**config.mk**
```make
export PLATFORM = sky130hd
export DESIGN_NAME = misc_irq_clock_spi_ctrl
export DESIGN_NICKNAME = d
export VERILOG_FILES = /design/src/misc_ctrl_pkg.sv /design/src/clock_prescaler.sv /design/src/misc_irq_clock_spi_ctrl.sv /design/src/pin_irq_detect.sv
export VERILOG_INCLUDE_DIRS = /design/src
export SDC_FILE = /design/constraint.sdc
export NUM_CORES = 1
export LEC_CHECK = 0
export ABC_AREA = 1
export BUFFER_PORTS_ARGS = -buffer_cell sky130_fd_sc_hd__buf_2
export CORE_AREA = 4 4 131 133
export DETAILED_ROUTE_END_ITERATION = 8
export DIE_AREA = 0 0 135 137
export PLACE_DENSITY = 0.56
export SYNTH_ARGS = -nofsm -noshare
export SYNTH_HDL_FRONTEND = slang
export SYNTH_SLANG_ARGS = --single-unit
```
**constraint.sdc**
```tcl
create_clock -name sys_clk -period 2.7 [get_ports sys_clk]
set_input_delay 0 -clock sys_clk [delete_from_list [all_inputs] [get_ports sys_clk]]
set_output_delay 0 -clock sys_clk [all_outputs]
set_load 0.05 [all_outputs]
```
**src/misc_ctrl_cfg.svh**
```systemverilog
// Register map, field positions, reset values and encodings of the misc control bank
`ifndef MISC_CTRL_CFG_SVH
`define MISC_CTRL_CFG_SVH

// ************************************************************
// Register offsets
// ************************************************************
`define IRQ_SENSE_CLOCK_CTRL_ADDR 8'h20
`define SPI_PIN_CTRL_LEGACY_ADDR  8'h40

// ************************************************************
// Field positions
// ************************************************************
`define GROUP_B_SENSE_HI          7
`define GROUP_B_SENSE_LO          6
`define CLOCK_OUT_SELECT_BIT      5
`define GROUP_A_SENSE_HI          4
`define GROUP_A_SENSE_LO          3
`define CPU_PRESCALE_HI           2
`define CPU_PRESCALE_LO           1
`define SLOW_SELECT_BIT           0
`define MASTER_OUT_DISABLE_BIT    3
`define SLAVE_OUT_DISABLE_BIT     2
`define SELECT_SOURCE_MODE_BIT    1
`define INTERNAL_SELECT_LEVEL_BIT 0

// ************************************************************
// Reset values and fixed codes
// ************************************************************
`define IRQ_SENSE_CLOCK_CTRL_RST  8'h00
`define SPI_PIN_CTRL_LEGACY_RST   4'h0
`define READ_ZERO                 8'h00
`define IRQ_MASK_ALL_SET          2'h3
`define SENSE_FALL_LOW            2'h0
`define SENSE_RISE                2'h1
`define SENSE_FALL                2'h2
`define SENSE_BOTH                2'h3
`define PRESCALE_DIV2             2'h0
`define PRESCALE_DIV8             2'h1
`define PRESCALE_DIV4             2'h2
`define PRESCALE_DIV16            2'h3
`define DIV2_LAST                 4'h1
`define DIV4_LAST                 4'h3
`define DIV8_LAST                 4'h7
`define DIV16_LAST                4'hf

`endif

```
**src/misc_ctrl_pkg.sv**
```systemverilog
// Shared types of the misc control bank
package misc_ctrl_pkg;
    typedef logic [7:0] byte_t;
    typedef logic [1:0] sense_t;
    typedef logic [3:0] div_count_t;
endpackage : misc_ctrl_pkg

```
**src/clock_prescaler.sv**
```systemverilog
// Slow-mode divider that makes the cpu clock enable from the oscillator clock
`timescale 1ns/1ps
`include "misc_ctrl_cfg.svh"

module clock_prescaler (
    input  wire logic                        sys_clk,
    input  wire logic                        rst,
    input  wire logic                        slow_select,
    input  wire misc_ctrl_pkg::sense_t       cpu_prescale_sel,
    output logic                             cpu_clock_en
);
    misc_ctrl_pkg::div_count_t count;
    misc_ctrl_pkg::div_count_t next_count;
    misc_ctrl_pkg::div_count_t last;

    // ************************************************************
    // Divider
    // ************************************************************
    always_comb begin
        unique case (cpu_prescale_sel)
            `PRESCALE_DIV2:  last = `DIV2_LAST;
            `PRESCALE_DIV4:  last = `DIV4_LAST;
            `PRESCALE_DIV8:  last = `DIV8_LAST;
            `PRESCALE_DIV16: last = `DIV16_LAST;
        endcase
        // Counter held at zero in normal mode so slow mode starts on a full period
        if (!slow_select || count >= last) begin
            next_count = 4'h0;
        end else begin
            next_count = count + 4'h1;
        end
        cpu_clock_en = !slow_select || (count == last);
    end

    always_ff @(posedge sys_clk) begin
        if (rst) begin
            count <= 4'h0;
        end else begin
            count <= next_count;
        end
    end
endmodule : clock_prescaler

```
**src/misc_irq_clock_spi_ctrl.sv**
```systemverilog
// Interrupt sensitivity, clock-out, slow-mode and legacy spi pin control bank
// Functional notes
// - Bits 7:6 of the first register pick the event of group B: low level, rise, fall, both.
// - Bits 4:3 of the first register pick the event of group A with the same encoding.
// - Both sense fields take a write only while both cpu interrupt mask bits are one.
// - Group B listens to port B, group A to port A, and port C joins one group by option.
// - With bit 5 set the cpu clock goes out on port C pin 2, otherwise that pin is plain I/O.
// - Bits 2:1 divide the oscillator in slow mode: 00 by 2, 10 by 4, 01 by 8, 11 by 16.
// - Bit 0 clear gives the cpu the oscillator clock, set gives the divided clock.
// - Bit 3 of the second register kills the spi master data output driver.
// - Bit 2 of the second register kills the spi slave data output driver.
// - Bit 1 of the second register takes the spi select level from bit 0 instead of the pin.
// - With internal select the pin is not fed to the spi, so port B pin 7 stays plain I/O.
// - The upper four bits of the second register read zero and all fields reset to zero.
// - A pin raises an interrupt only when set up as an interrupt input and not masked.
`timescale 1ns/1ps
`include "misc_ctrl_cfg.svh"

module misc_irq_clock_spi_ctrl (
    input  wire logic                        sys_clk,
    input  wire logic                        rst,
    // Register port
    input  wire misc_ctrl_pkg::byte_t        reg_addr,
    input  wire misc_ctrl_pkg::byte_t        reg_wdata,
    input  wire logic                        reg_wr,
    input  wire logic                        reg_rd,
    output misc_ctrl_pkg::byte_t             reg_rdata,
    // Cpu interrupt mask and routing option
    input  wire logic [1:0]                  condition_code_reg,
    input  wire logic                        ext_irq_route_option,
    // Port pins and their direction and option bits
    input  wire logic [7:0]                  port_a_in,
    input  wire logic [7:0]                  port_a_ddr,
    input  wire logic [7:0]                  port_a_opt,
    input  wire logic [7:0]                  port_b_in,
    input  wire logic [7:0]                  port_b_ddr,
    input  wire logic [7:0]                  port_b_opt,
    input  wire logic [5:0]                  port_c_in,
    input  wire logic [5:0]                  port_c_ddr,
    input  wire logic [5:0]                  port_c_opt,
    output logic                             ext_irq_group_a,
    output logic                             ext_irq_group_b,
    // Cpu clock and its output pin
    output logic                             cpu_clock_en,
    input  wire logic                        port_c_pin2_gpio_out,
    input  wire logic                        port_c_pin2_gpio_oe,
    output logic                             port_c_pin2_out,
    output logic                             port_c_pin2_oe,
    // Spi pin control
    input  wire logic                        spi_mosi_oe,
    input  wire logic                        spi_miso_oe,
    input  wire logic                        spi_select_pin_n,
    output logic                             mosi_pad_oe,
    output logic                             miso_pad_oe,
    output logic                             spi_select_n
);
    // ************************************************************
    // Register state
    // ************************************************************
    misc_ctrl_pkg::sense_t group_b_sense;
    misc_ctrl_pkg::sense_t group_a_sense;
    logic                  clock_out_select;
    misc_ctrl_pkg::sense_t cpu_prescale_sel;
    logic                  slow_select;
    logic                  master_out_disable;
    logic                  slave_out_disable;
    logic                  select_source_mode;
    logic                  internal_select_level;

    misc_ctrl_pkg::sense_t next_group_b_sense;
    misc_ctrl_pkg::sense_t next_group_a_sense;
    logic                  next_clock_out_select;
    misc_ctrl_pkg::sense_t next_cpu_prescale_sel;
    logic                  next_slow_select;
    logic                  next_master_out_disable;
    logic                  next_slave_out_disable;
    logic                  next_select_source_mode;
    logic                  next_internal_select_level;
    misc_ctrl_pkg::byte_t  next_reg_rdata;

    logic                  sense_write_ok;
    logic                  wr_reg1;
    logic                  wr_reg2;
    misc_ctrl_pkg::byte_t  reg1_view;
    misc_ctrl_pkg::byte_t  reg2_view;

    always_comb begin
        sense_write_ok = (condition_code_reg == `IRQ_MASK_ALL_SET);
        wr_reg1        = reg_wr && (reg_addr == `IRQ_SENSE_CLOCK_CTRL_ADDR);
        wr_reg2        = reg_wr && (reg_addr == `SPI_PIN_CTRL_LEGACY_ADDR);
        reg1_view      = {group_b_sense, clock_out_select, group_a_sense,
                          cpu_prescale_sel, slow_select};
        reg2_view      = {`SPI_PIN_CTRL_LEGACY_RST, master_out_disable,
                          slave_out_disable, select_source_mode,
                          internal_select_level};

        next_group_b_sense         = group_b_sense;
        next_group_a_sense         = group_a_sense;
        next_clock_out_select      = clock_out_select;
        next_cpu_prescale_sel      = cpu_prescale_sel;
        next_slow_select           = slow_select;
        next_master_out_disable    = master_out_disable;
        next_slave_out_disable     = slave_out_disable;
        next_select_source_mode    = select_source_mode;
        next_internal_select_level = internal_select_level;

        if (wr_reg1) begin
            // Sense fields hold their value when the cpu has not masked interrupts
            if (sense_write_ok) begin
                next_group_b_sense = reg_wdata[`GROUP_B_SENSE_HI:`GROUP_B_SENSE_LO];
                next_group_a_sense = reg_wdata[`GROUP_A_SENSE_HI:`GROUP_A_SENSE_LO];
            end
            next_clock_out_select = reg_wdata[`CLOCK_OUT_SELECT_BIT];
            next_cpu_prescale_sel = reg_wdata[`CPU_PRESCALE_HI:`CPU_PRESCALE_LO];
            next_slow_select      = reg_wdata[`SLOW_SELECT_BIT];
        end
        if (wr_reg2) begin
            next_master_out_disable    = reg_wdata[`MASTER_OUT_DISABLE_BIT];
            next_slave_out_disable     = reg_wdata[`SLAVE_OUT_DISABLE_BIT];
            next_select_source_mode    = reg_wdata[`SELECT_SOURCE_MODE_BIT];
            next_internal_select_level = reg_wdata[`INTERNAL_SELECT_LEVEL_BIT];
        end

        // Read data stand only in the cycle after the strobe; unmapped reads give zero
        next_reg_rdata = `READ_ZERO;
        if (reg_rd && reg_addr == `IRQ_SENSE_CLOCK_CTRL_ADDR) begin
            next_reg_rdata = reg1_view;
        end else if (reg_rd && reg_addr == `SPI_PIN_CTRL_LEGACY_ADDR) begin
            next_reg_rdata = reg2_view;
        end
    end

    always_ff @(posedge sys_clk) begin
        if (rst) begin
            group_b_sense         <= 2'h0;
            group_a_sense         <= 2'h0;
            clock_out_select      <= 1'h0;
            cpu_prescale_sel      <= 2'h0;
            slow_select           <= 1'h0;
            master_out_disable    <= 1'h0;
            slave_out_disable     <= 1'h0;
            select_source_mode    <= 1'h0;
            internal_select_level <= 1'h0;
            reg_rdata             <= `READ_ZERO;
        end else begin
            group_b_sense         <= next_group_b_sense;
            group_a_sense         <= next_group_a_sense;
            clock_out_select      <= next_clock_out_select;
            cpu_prescale_sel      <= next_cpu_prescale_sel;
            slow_select           <= next_slow_select;
            master_out_disable    <= next_master_out_disable;
            slave_out_disable     <= next_slave_out_disable;
            select_source_mode    <= next_select_source_mode;
            internal_select_level <= next_internal_select_level;
            reg_rdata             <= next_reg_rdata;
        end
    end

    // ************************************************************
    // External interrupt groups
    // ************************************************************
    logic [13:0] group_a_pins;
    logic [13:0] group_a_qual;
    logic [13:0] group_b_pins;
    logic [13:0] group_b_qual;
    logic        irq_allow;
    logic [7:0]  port_a_qual;
    logic [7:0]  port_b_qual;
    logic [5:0]  port_c_qual;

    always_comb begin
        // Interrupt input means input direction with the option bit set
        port_a_qual = ~port_a_ddr & port_a_opt;
        port_b_qual = ~port_b_ddr & port_b_opt;
        port_c_qual = ~port_c_ddr & port_c_opt;
        irq_allow   = (condition_code_reg != `IRQ_MASK_ALL_SET);
        // Port C joins exactly one group so one pin never raises both vectors
        group_a_pins = {port_c_in, port_a_in};
        group_b_pins = {port_c_in, port_b_in};
        group_a_qual = {ext_irq_route_option ? 6'h00 : port_c_qual, port_a_qual};
        group_b_qual = {ext_irq_route_option ? port_c_qual : 6'h00, port_b_qual};
    end

    pin_irq_detect #(
        .WIDTH   (14)
    ) u_group_a (
        .sys_clk (sys_clk),
        .rst     (rst),
        .pins    (group_a_pins),
        .qualify (group_a_qual),
        .sense   (group_a_sense),
        .allow   (irq_allow),
        .irq     (ext_irq_group_a)
    );

    pin_irq_detect #(
        .WIDTH   (14)
    ) u_group_b (
        .sys_clk (sys_clk),
        .rst     (rst),
        .pins    (group_b_pins),
        .qualify (group_b_qual),
        .sense   (group_b_sense),
        .allow   (irq_allow),
        .irq     (ext_irq_group_b)
    );

    // ************************************************************
    // Cpu clock and clock-out pin
    // ************************************************************
    clock_prescaler u_prescaler (
        .sys_clk          (sys_clk),
        .rst              (rst),
        .slow_select      (slow_select),
        .cpu_prescale_sel (cpu_prescale_sel),
        .cpu_clock_en     (cpu_clock_en)
    );

    // Only the cpu clock enable can leave the block; a true clock would need a pad mux
    always_comb begin
        port_c_pin2_out = clock_out_select ? cpu_clock_en : port_c_pin2_gpio_out;
        port_c_pin2_oe  = clock_out_select || port_c_pin2_gpio_oe;
    end

    // ************************************************************
    // Legacy spi pin control
    // ************************************************************
    logic ss_s1;
    logic ss_s2;
    logic ss_s3;
    logic ss_level;
    logic next_ss_level;

    always_comb begin
        next_ss_level = (ss_s2 == ss_s3) ? ss_s3 : ss_level;
        mosi_pad_oe   = spi_mosi_oe && !master_out_disable;
        miso_pad_oe   = spi_miso_oe && !slave_out_disable;
        spi_select_n  = select_source_mode ? internal_select_level : ss_level;
    end

    always_ff @(posedge sys_clk) begin
        if (rst) begin
            ss_s1    <= 1'b1;
            ss_s2    <= 1'b1;
            ss_s3    <= 1'b1;
            ss_level <= 1'b1;
        end else begin
            ss_s1    <= spi_select_pin_n;
            ss_s2    <= ss_s1;
            ss_s3    <= ss_s2;
            ss_level <= next_ss_level;
        end
    end
endmodule : misc_irq_clock_spi_ctrl

```
**src/pin_irq_detect.sv**
```systemverilog
// Synchronises one group of interrupt pins and detects the selected event
`timescale 1ns/1ps
`include "misc_ctrl_cfg.svh"

module pin_irq_detect #(
    parameter int WIDTH = 14
) (
    input  wire logic                        sys_clk,
    input  wire logic                        rst,
    input  wire logic [WIDTH-1:0]            pins,
    input  wire logic [WIDTH-1:0]            qualify,
    input  wire misc_ctrl_pkg::sense_t       sense,
    input  wire logic                        allow,
    output logic                             irq
);
    logic [WIDTH-1:0] rise_ev;
    logic [WIDTH-1:0] fall_ev;
    logic [WIDTH-1:0] low_lvl;
    logic             next_irq;

    // ************************************************************
    // Per-pin synchroniser and edge detector
    // ************************************************************
    for (genvar i = 0; i < WIDTH; i++) begin : g_pin
        logic s1;
        logic s2;
        logic s3;
        logic level;
        logic next_level;
        logic agree;

        // A change counts only once the second and third stages agree
        always_comb begin
            agree      = (s2 == s3);
            next_level = agree ? s3 : level;
            rise_ev[i] = agree && s3 && !level;
            fall_ev[i] = agree && !s3 && level;
            low_lvl[i] = !level;
        end

        // Pins idle high behind their pull-ups
        always_ff @(posedge sys_clk) begin
            if (rst) begin
                s1    <= 1'b1;
                s2    <= 1'b1;
                s3    <= 1'b1;
                level <= 1'b1;
            end else begin
                s1    <= pins[i];
                s2    <= s1;
                s3    <= s2;
                level <= next_level;
            end
        end
    end

    // ************************************************************
    // Sensitivity select
    // ************************************************************
    always_comb begin
        unique case (sense)
            `SENSE_FALL_LOW: next_irq = |(qualify & low_lvl);
            `SENSE_RISE:     next_irq = |(qualify & rise_ev);
            `SENSE_FALL:     next_irq = |(qualify & fall_ev);
            `SENSE_BOTH:     next_irq = |(qualify & (rise_ev | fall_ev));
        endcase
        next_irq = next_irq && allow;
    end

    always_ff @(posedge sys_clk) begin
        if (rst) begin
            irq <= 1'b0;
        end else begin
            irq <= next_irq;
        end
    end
endmodule : pin_irq_detect
```
==> results of run 1 <==
[power breakdown]
group          internal [mW]  switching (mW)
Clock                   1.41           0.870
Sequential              1.80          0.0308
Combinational          0.169           0.195
[cell usage in the layout, fill, tap and decap left out]
master           n
nor3_2           1
xor2_1           1
mux2_2           1
clkinvlp_4       3
or2_2           48
inv_2            3
nand3b_1         5
inv_8            1
a211oi_2         3
o21ai_2          4
inv_6            7
dlygate4sd3_1   33
xnor2_1          1
nand3_4          1
clkbuf_16       17
o22ai_1          1
nor2_2           2
a21oi_1         37
buf_2          109
nand4_1         12
clkinv_4         1
clkbuf_8         1
nand3_1         54
or2_1            2
o21ai_0         37
dfxtp_1        118
buf_4            2
ha_1            48
o2111ai_1        1
nand2_1        120
bufinv_16        2
nor2_1          69
inv_1          124
nor3_1          10
[registers in the layout, summed over array words and instances (netlist names), 4 cells and up]
signal and count:
u_group_b.g_pin.s3 14, u_group_a.g_pin.s1 8, u_prescaler.count 4, reg_rdata 8, u_group_a.g_pin.level 11, u_group_b.g_pin.s2 14
u_group_b.g_pin.s1 14, u_group_b.g_pin.level 11, u_group_a.g_pin.s3 8, u_group_a.g_pin.s2 8
[routing by layer]
| layer | share of wire | wire (microns) | track usage | vias up |
|---|---|---|---|---|
| li1 | - | - | - | 2550 |
| met1 | 0.48 | 6160 | 0.185 | 2025 |
| met2 | 0.46 | 5820 | 0.229 | 88 |
| met3 | 0.048 | 608 | 0.0438 | 17 |
| met4 | 0.013 | 163 | 0.0476 | 2 |
| met5 | 0.00055 | 7 | 0 | - |
[final timing paths]
kind	slack, ns	start	cells after the start	endpoint
min	0.04	rst	3	u_group_b.g_pin[13].s3
min reg2reg	0.40	u_group_b.g_pin[10].s1	1	u_group_b.g_pin[10].s2
max	0.88	cpu_prescale_sel[1]	7	port_c_pin2_out
max reg2reg	1.20	u_group_a.g_pin[6].s2	10	u_group_a.irq
[cell type report]
type                    instances  share of cell area
repair buffers                144               0.124
inverters                     127              0.0663
clock buffers                  18              0.0611
well taps                     216              0.0376
flip-flops and latches        118               0.329
multi-input cells             458               0.359
clock inverters                14              0.0228
[kinds of logic after synthesis]
kind of cell,share of synthesized area
multiplexers,0.00206
adder cells (fa/ha/maj),0.110
AND/OR/NAND/NOR,0.273
flip-flops,0.431
buffers and inverters,0.0975
XOR/XNOR,0.00320
AO/OA/AOI/OAI,0.0836
[through the flow]
stage | setup WS (ns) | instance area, sq um | total power, mW
2_1_floorplan | 0.313 | 5480 | 2.07
5_1_grt | 0.663 | 7190 | 4.68
3_3_place_gp | 1.19 | 6250 | 2.20
6_report | 0.880 | 7190 | 4.48
3_5_place_dp | 1.21 | 6250 | 2.20
4_1_cts | 0.853 | 7190 | 4.55
[tightest hold or removal path, stage by stage]
cell and delay [ns]:
buf_2 0.09, inv_1 0.19, nand2_1 0.13
[timing repair]
action / CTS / global route
endpoints found under the hold margin: 37 / 0
gates resized for setup: 0 / 0
hold buffers: 33 / 0
==> impl_metrics.json, run 1 <==
{
  "clockRootBuffer": "clkbuf_16",
  "grt_start_max_net_pins": 74,
  "cts_buffer_depth": 2,
  "final-seq-area_sq_um": 2360,
  "status": "completed",
  "drive_gt1_frac": 0.234,
  "setup_tns_ns": 0,
  "num_vias": 4682,
  "post-route-min-period_ns": 1.82,
  "synth_nets": 858,
  "synth_commonest_cells": "inv_1 (124), nand2_1 (120), dfxtp_1 (118)",
  "rsz0062_at_grt": "no",
  "async_flop_share": 0,
  "dp_hpwl_mm": 9.59,
  "crit_type": "reg2out",
  "synth_cells": 716,
  "yosysSeqAreaShare": 0.431,
  "cap_violations": 0,
  "setup.worst_path.end_class": "output pin",
  "wl_mm": 12.8,
  "finalClockSkew_ns": 0.00824,
  "core_sq_um": 15800,
  "yosysTopAreaCellShare": 0.431,
  "power_leakage_nw": 3.91,
  "track_usage": 0.143,
  "fin_nets": 1008,
  "overflow": 0,
  "multi_input_area_sq_um": 2580,
  "routedWlPerCell_microns": 11.7,
  "synth_most_common_cell": "inv_1",
  "yosys.cell_types.count": 27,
  "start_util": 0.346,
  "cp_max_fo": 4,
  "path_cells": "nand2_1, ha_1, nand2_1, o21ai_0, nand2_1, nand2_1, buf_2",
  "utilization": 0.454,
  "worstPathRequired_ns": 2.70,
  "firstDrtPassIters": 4,
  "tritoncts": "done",
  "port-buffer-count": 109,
  "rows": 46,
  "num_io_pins": 110,
  "critPathLaunchType": "register",
  "htreeDepth": 4,
  "fin_cells": 1095,
  "die_w_microns": 135,
  "synth-seq-cells": 118,
  "synth_area_sq_um": 5480,
  "path_buf_inv": 1,
  "p_per_area_nw_per_um2": 623,
  "grt_pass1_wl_mm": 20.8,
  "hold_ws_ns": 0.0376,
  "numCtsBuffers": 17,
  "setup_viol": 0,
  "synthFlopType": "dfxtp_1",
  "cts.reportedPaths.clkPinSlew_ns": 0.06,
  "path_delay_family": "flip-flops",
  "min_path_type": "in2reg",
  "hold_violations": 0,
  "place.gp.congestion": 0.839,
  "tightest_slew_ns": 0.723,
  "avgViaCountPerCell": 4.28,
  "drc_errors": 0,
  "grt_pass1_vias": 4420,
  "die_area_sq_um": 18500,
  "place_inst": 1030,
  "synth_top_area_cell": "dfxtp_1",
  "slowest_stage": "dfxtp_1",
  "worstSkewPairLatency_ns": 0.41,
  "ir_drop_v": 0.000429,
  "cts_sinks": 118,
  "die_h_microns": 137,
  "area_delta_synth_final_pct": 31.1,
  "synthTopCellsByArea": "dfxtp_1 (43%), ha_1 (11%), inv_1 (8.5%), nand2_1 (8.2%), or2_2 (5.5%)",
  "relSlewSlack": 0.518,
  "synth_warnings": 0,
  "worstPathArrival_ns": 1.82,
  "slowest_delay_ns": 0.37,
  "fmax_ghz": 0.549,
  "num_antenna_cells": 0,
  "grt_antenna_before_repair": 1,
  "drv_slew": 0,
  "first_iter_violations": 232,
  "timing.final.crit_share": 0.674,
  "postCtsSetupBuffers": 0,
  "avgSynthCellArea_sq_um": 7.65,
  "synth-edff-count": 0,
  "cpMostUsedCell": "nand2_1",
  "fill_cells": 1554,
  "ant_nets": 0
}
(Power assumes the default switching activity.)
==> run 2, diff against run 1 <==
==> constraint.sdc (replaced) <==
create_clock -name sys_clk -period 1.79 [get_ports sys_clk]
set_input_delay 0 -clock sys_clk [delete_from_list [all_inputs] [get_ports sys_clk]]
set_output_delay 0 -clock sys_clk [all_outputs]
set_load 0.05 [all_outputs]
==> run 2 against run 1 <==
Combinational power rose by 52%. Core utilization rose by 0.54 points. Wire length down 1.0%. Clock-buffer cell count increased by 4. Final area increased by 1.2%. Worst setup slack got worse by 0.76 ns. Cell count grew 0.27%. Critical path type unchanged. Largest power group unchanged.
==> impl_metrics.json, run 2 (same netlist as run 1, synthesis figures left out) <==
{
  "status": "completed",
  "start_util": 0.346,
  "dp_hpwl_mm": 9.62,
  "dpl_worst_slack_ns": 0.388,
  "p_total_mw": 6.90,
  "final-seq-area_sq_um": 2360,
  "path_delay_family": "flip-flops",
  "power.share.clock": 0.519,
  "num_vias": 4639,
  "fmax_ghz": 0.598,
  "port-buffer-count": 109,
  "final_cell_mix": "inv_1 (124), nand2_1 (120), dfxtp_1 (118)",
  "critPathLaunchType": "register",
  "p_seq_frac": 0.401,
  "min_path_type": "in2reg",
  "grt_pass1_wl_mm": 21.0,
  "wl_mm": 12.6,
  "slowest_delay_ns": 0.37,
  "fill_cells": 1616,
  "post-route-min-period_ns": 1.67,
  "area_delta_synth_final_pct": 32.7,
  "num_antenna_cells": 0,
  "cts_buffer_depth": 2,
  "worstPathArrival_ns": 1.67,
  "die_w_microns": 135,
  "rows": 46,
  "die_area_sq_um": 18500,
  "power_leakage_nw": 3.94,
  "ir_drop_v": 0.000682,
  "timing.final.crit_share": 0.934,
  "r2r_cells": 10,
  "final_common_cell": "inv_1",
  "postCtsSetupBuffers": 0,
  "core_sq_um": 15800,
  "grt_pass1_vias": 4373,
  "place.gp.congestion": 0.832,
  "whs_endpoint": "clock_out_select",
  "setup_ws_ns": 0.118,
  "setup_viol": 0,
  "path_cells": "inv_1, ha_1, nand2_1, o21ai_2, nand2_1, nand2_1, buf_6",
  "cpMostUsedCell": "nand2_1",
  "drv_slew": 0,
  "crit_type": "reg2out",
  "utilization": 0.459,
  "hold_ws_ns": 0.0493,
  "die_h_microns": 137,
  "worstPathRequired_ns": 1.79,
  "p_sw_mw": 1.54,
  "avgViaCountPerCell": 4.22,
  "ant_nets": 0,
  "worstSkewPairLatency_ns": 0.41,
  "p_per_area_nw_per_um2": 949,
  "grt_antenna_before_repair": 2,
  "setup_tns_ns": 0,
  "first_iter_violations": 203,
  "r2r_end": "u_group_a.irq",
  "internal_power_mw": 5.36,
  "rsz0062_at_grt": "no",
  "tightest_slew_ns": 0.685,
  "slowest_stage": "dfxtp_1",
  "comb_power_share": 0.080,
  "sw_frac_of_total": 0.224,
  "overflow": 0,
  "routedWlPerCell_microns": 11.5,
  "path_buf_inv": 2,
  "hold_violations": 0,
  "htreeDepth": 4,
  "tritoncts": "done",
  "top_regs": "u_group_b.g_pin.s1 (14), u_group_b.g_pin.s2 (14), u_group_b.g_pin.s3 (14)",
  "multi_input_area_sq_um": 2590,
  "num_io_pins": 110,
  "setup.worst_path.end_class": "output pin",
  "drc_errors": 0,
  "firstDrtPassIters": 4,
  "cts_sinks": 118,
  "track_usage": 0.145,
  "cap_violations": 0,
  "cts.reportedPaths.clkPinSlew_ns": 0.05,
  "finalClockSkew_ns": 0.00635,
  "fin_nets": 1011,
  "numCtsBuffers": 17,
  "reg2reg_from": "u_group_a.g_pin[6].s3",
  "relSlewSlack": 0.543,
  "drive_gt1_frac": 0.235,
  "min-delay-start": "reg_addr[6]",
  "whs_path_depth": 5,
  "grt_start_max_net_pins": 74,
  "r2r_slack_ns": 0.39,
  "clockRootBuffer": "clkbuf_16",
  "cp_max_fo": 4
}
==> run 2: final cells by class <==
cell class                      count  share of cell area
Inverter                          127              0.0656
Timing Repair Buffer              147               0.129
Multi-Input combinational cell    458               0.356
Sequential cell                   118               0.325
Clock buffer                       22              0.0680
Clock inverter                     10              0.0194
Tap cell                          216              0.0372
==> run 2: timing repair <==
item,in CTS,in global routing
gates resized for setup,0,3
hold buffers,36,0
endpoints found under the setup margin,0,1
hold endpoints to repair,42,0
==> run 2: per-layer routing <==
layer / wire length (microns) / global-route usage / part of all wire / vias to the layer above
li1: - / - / - / 2553
met3: 652 / 0.0426 / 0.052 / 24
met5: 15 / 0 / 0.0012 / -
met2: 5730 / 0.230 / 0.45 / 90
met4: 216 / 0.0616 / 0.017 / 4
met1: 6020 / 0.186 / 0.48 / 1968
==> run 2: worst max-delay path by stage <==
stage                                from               to  slack [ns]  cells past startpoint
CTS                   cpu_prescale_sel[0]  port_c_pin2_out        0.01                      7
global route          cpu_prescale_sel[1]  port_c_pin2_out       0.008                      7
floorplan             cpu_prescale_sel[0]  port_c_pin2_out        0.09                      6
finish                cpu_prescale_sel[0]  port_c_pin2_out        0.12                      7
detailed placement  u_group_a.g_pin[4].s3    u_group_a.irq        0.39                     10
global placement    u_group_a.g_pin[4].s3    u_group_a.irq        0.38                     10
==> run 2: through the flow <==
stage / cells / cell area (sq um)
floorplan: 716 / 5480
global placement: 1030 / 6270
detailed placement: 1030 / 6270
CTS: 1098 / 7260
global route: 1098 / 7270
finish: 1098 / 7270
==> run 2: tightest hold or removal path: stages <==
cell and delay (ns):
buf_2 0.09, nor2_1 0.06, nand3_4 0.14, nor3_1 0.06, nor2_1 0.08
==> run 2: power groups by stage <==
stage / combinational (mW) / sequential, mW / clock, mW
floorplan: 0.294 / 2.82 / 0
detailed placement: 0.502 / 2.82 / 0
finish: 0.553 / 2.77 / 3.58
global placement: 0.497 / 2.82 / 0
CTS: 0.563 / 2.77 / 3.69
global route: 0.637 / 2.78 / 3.80
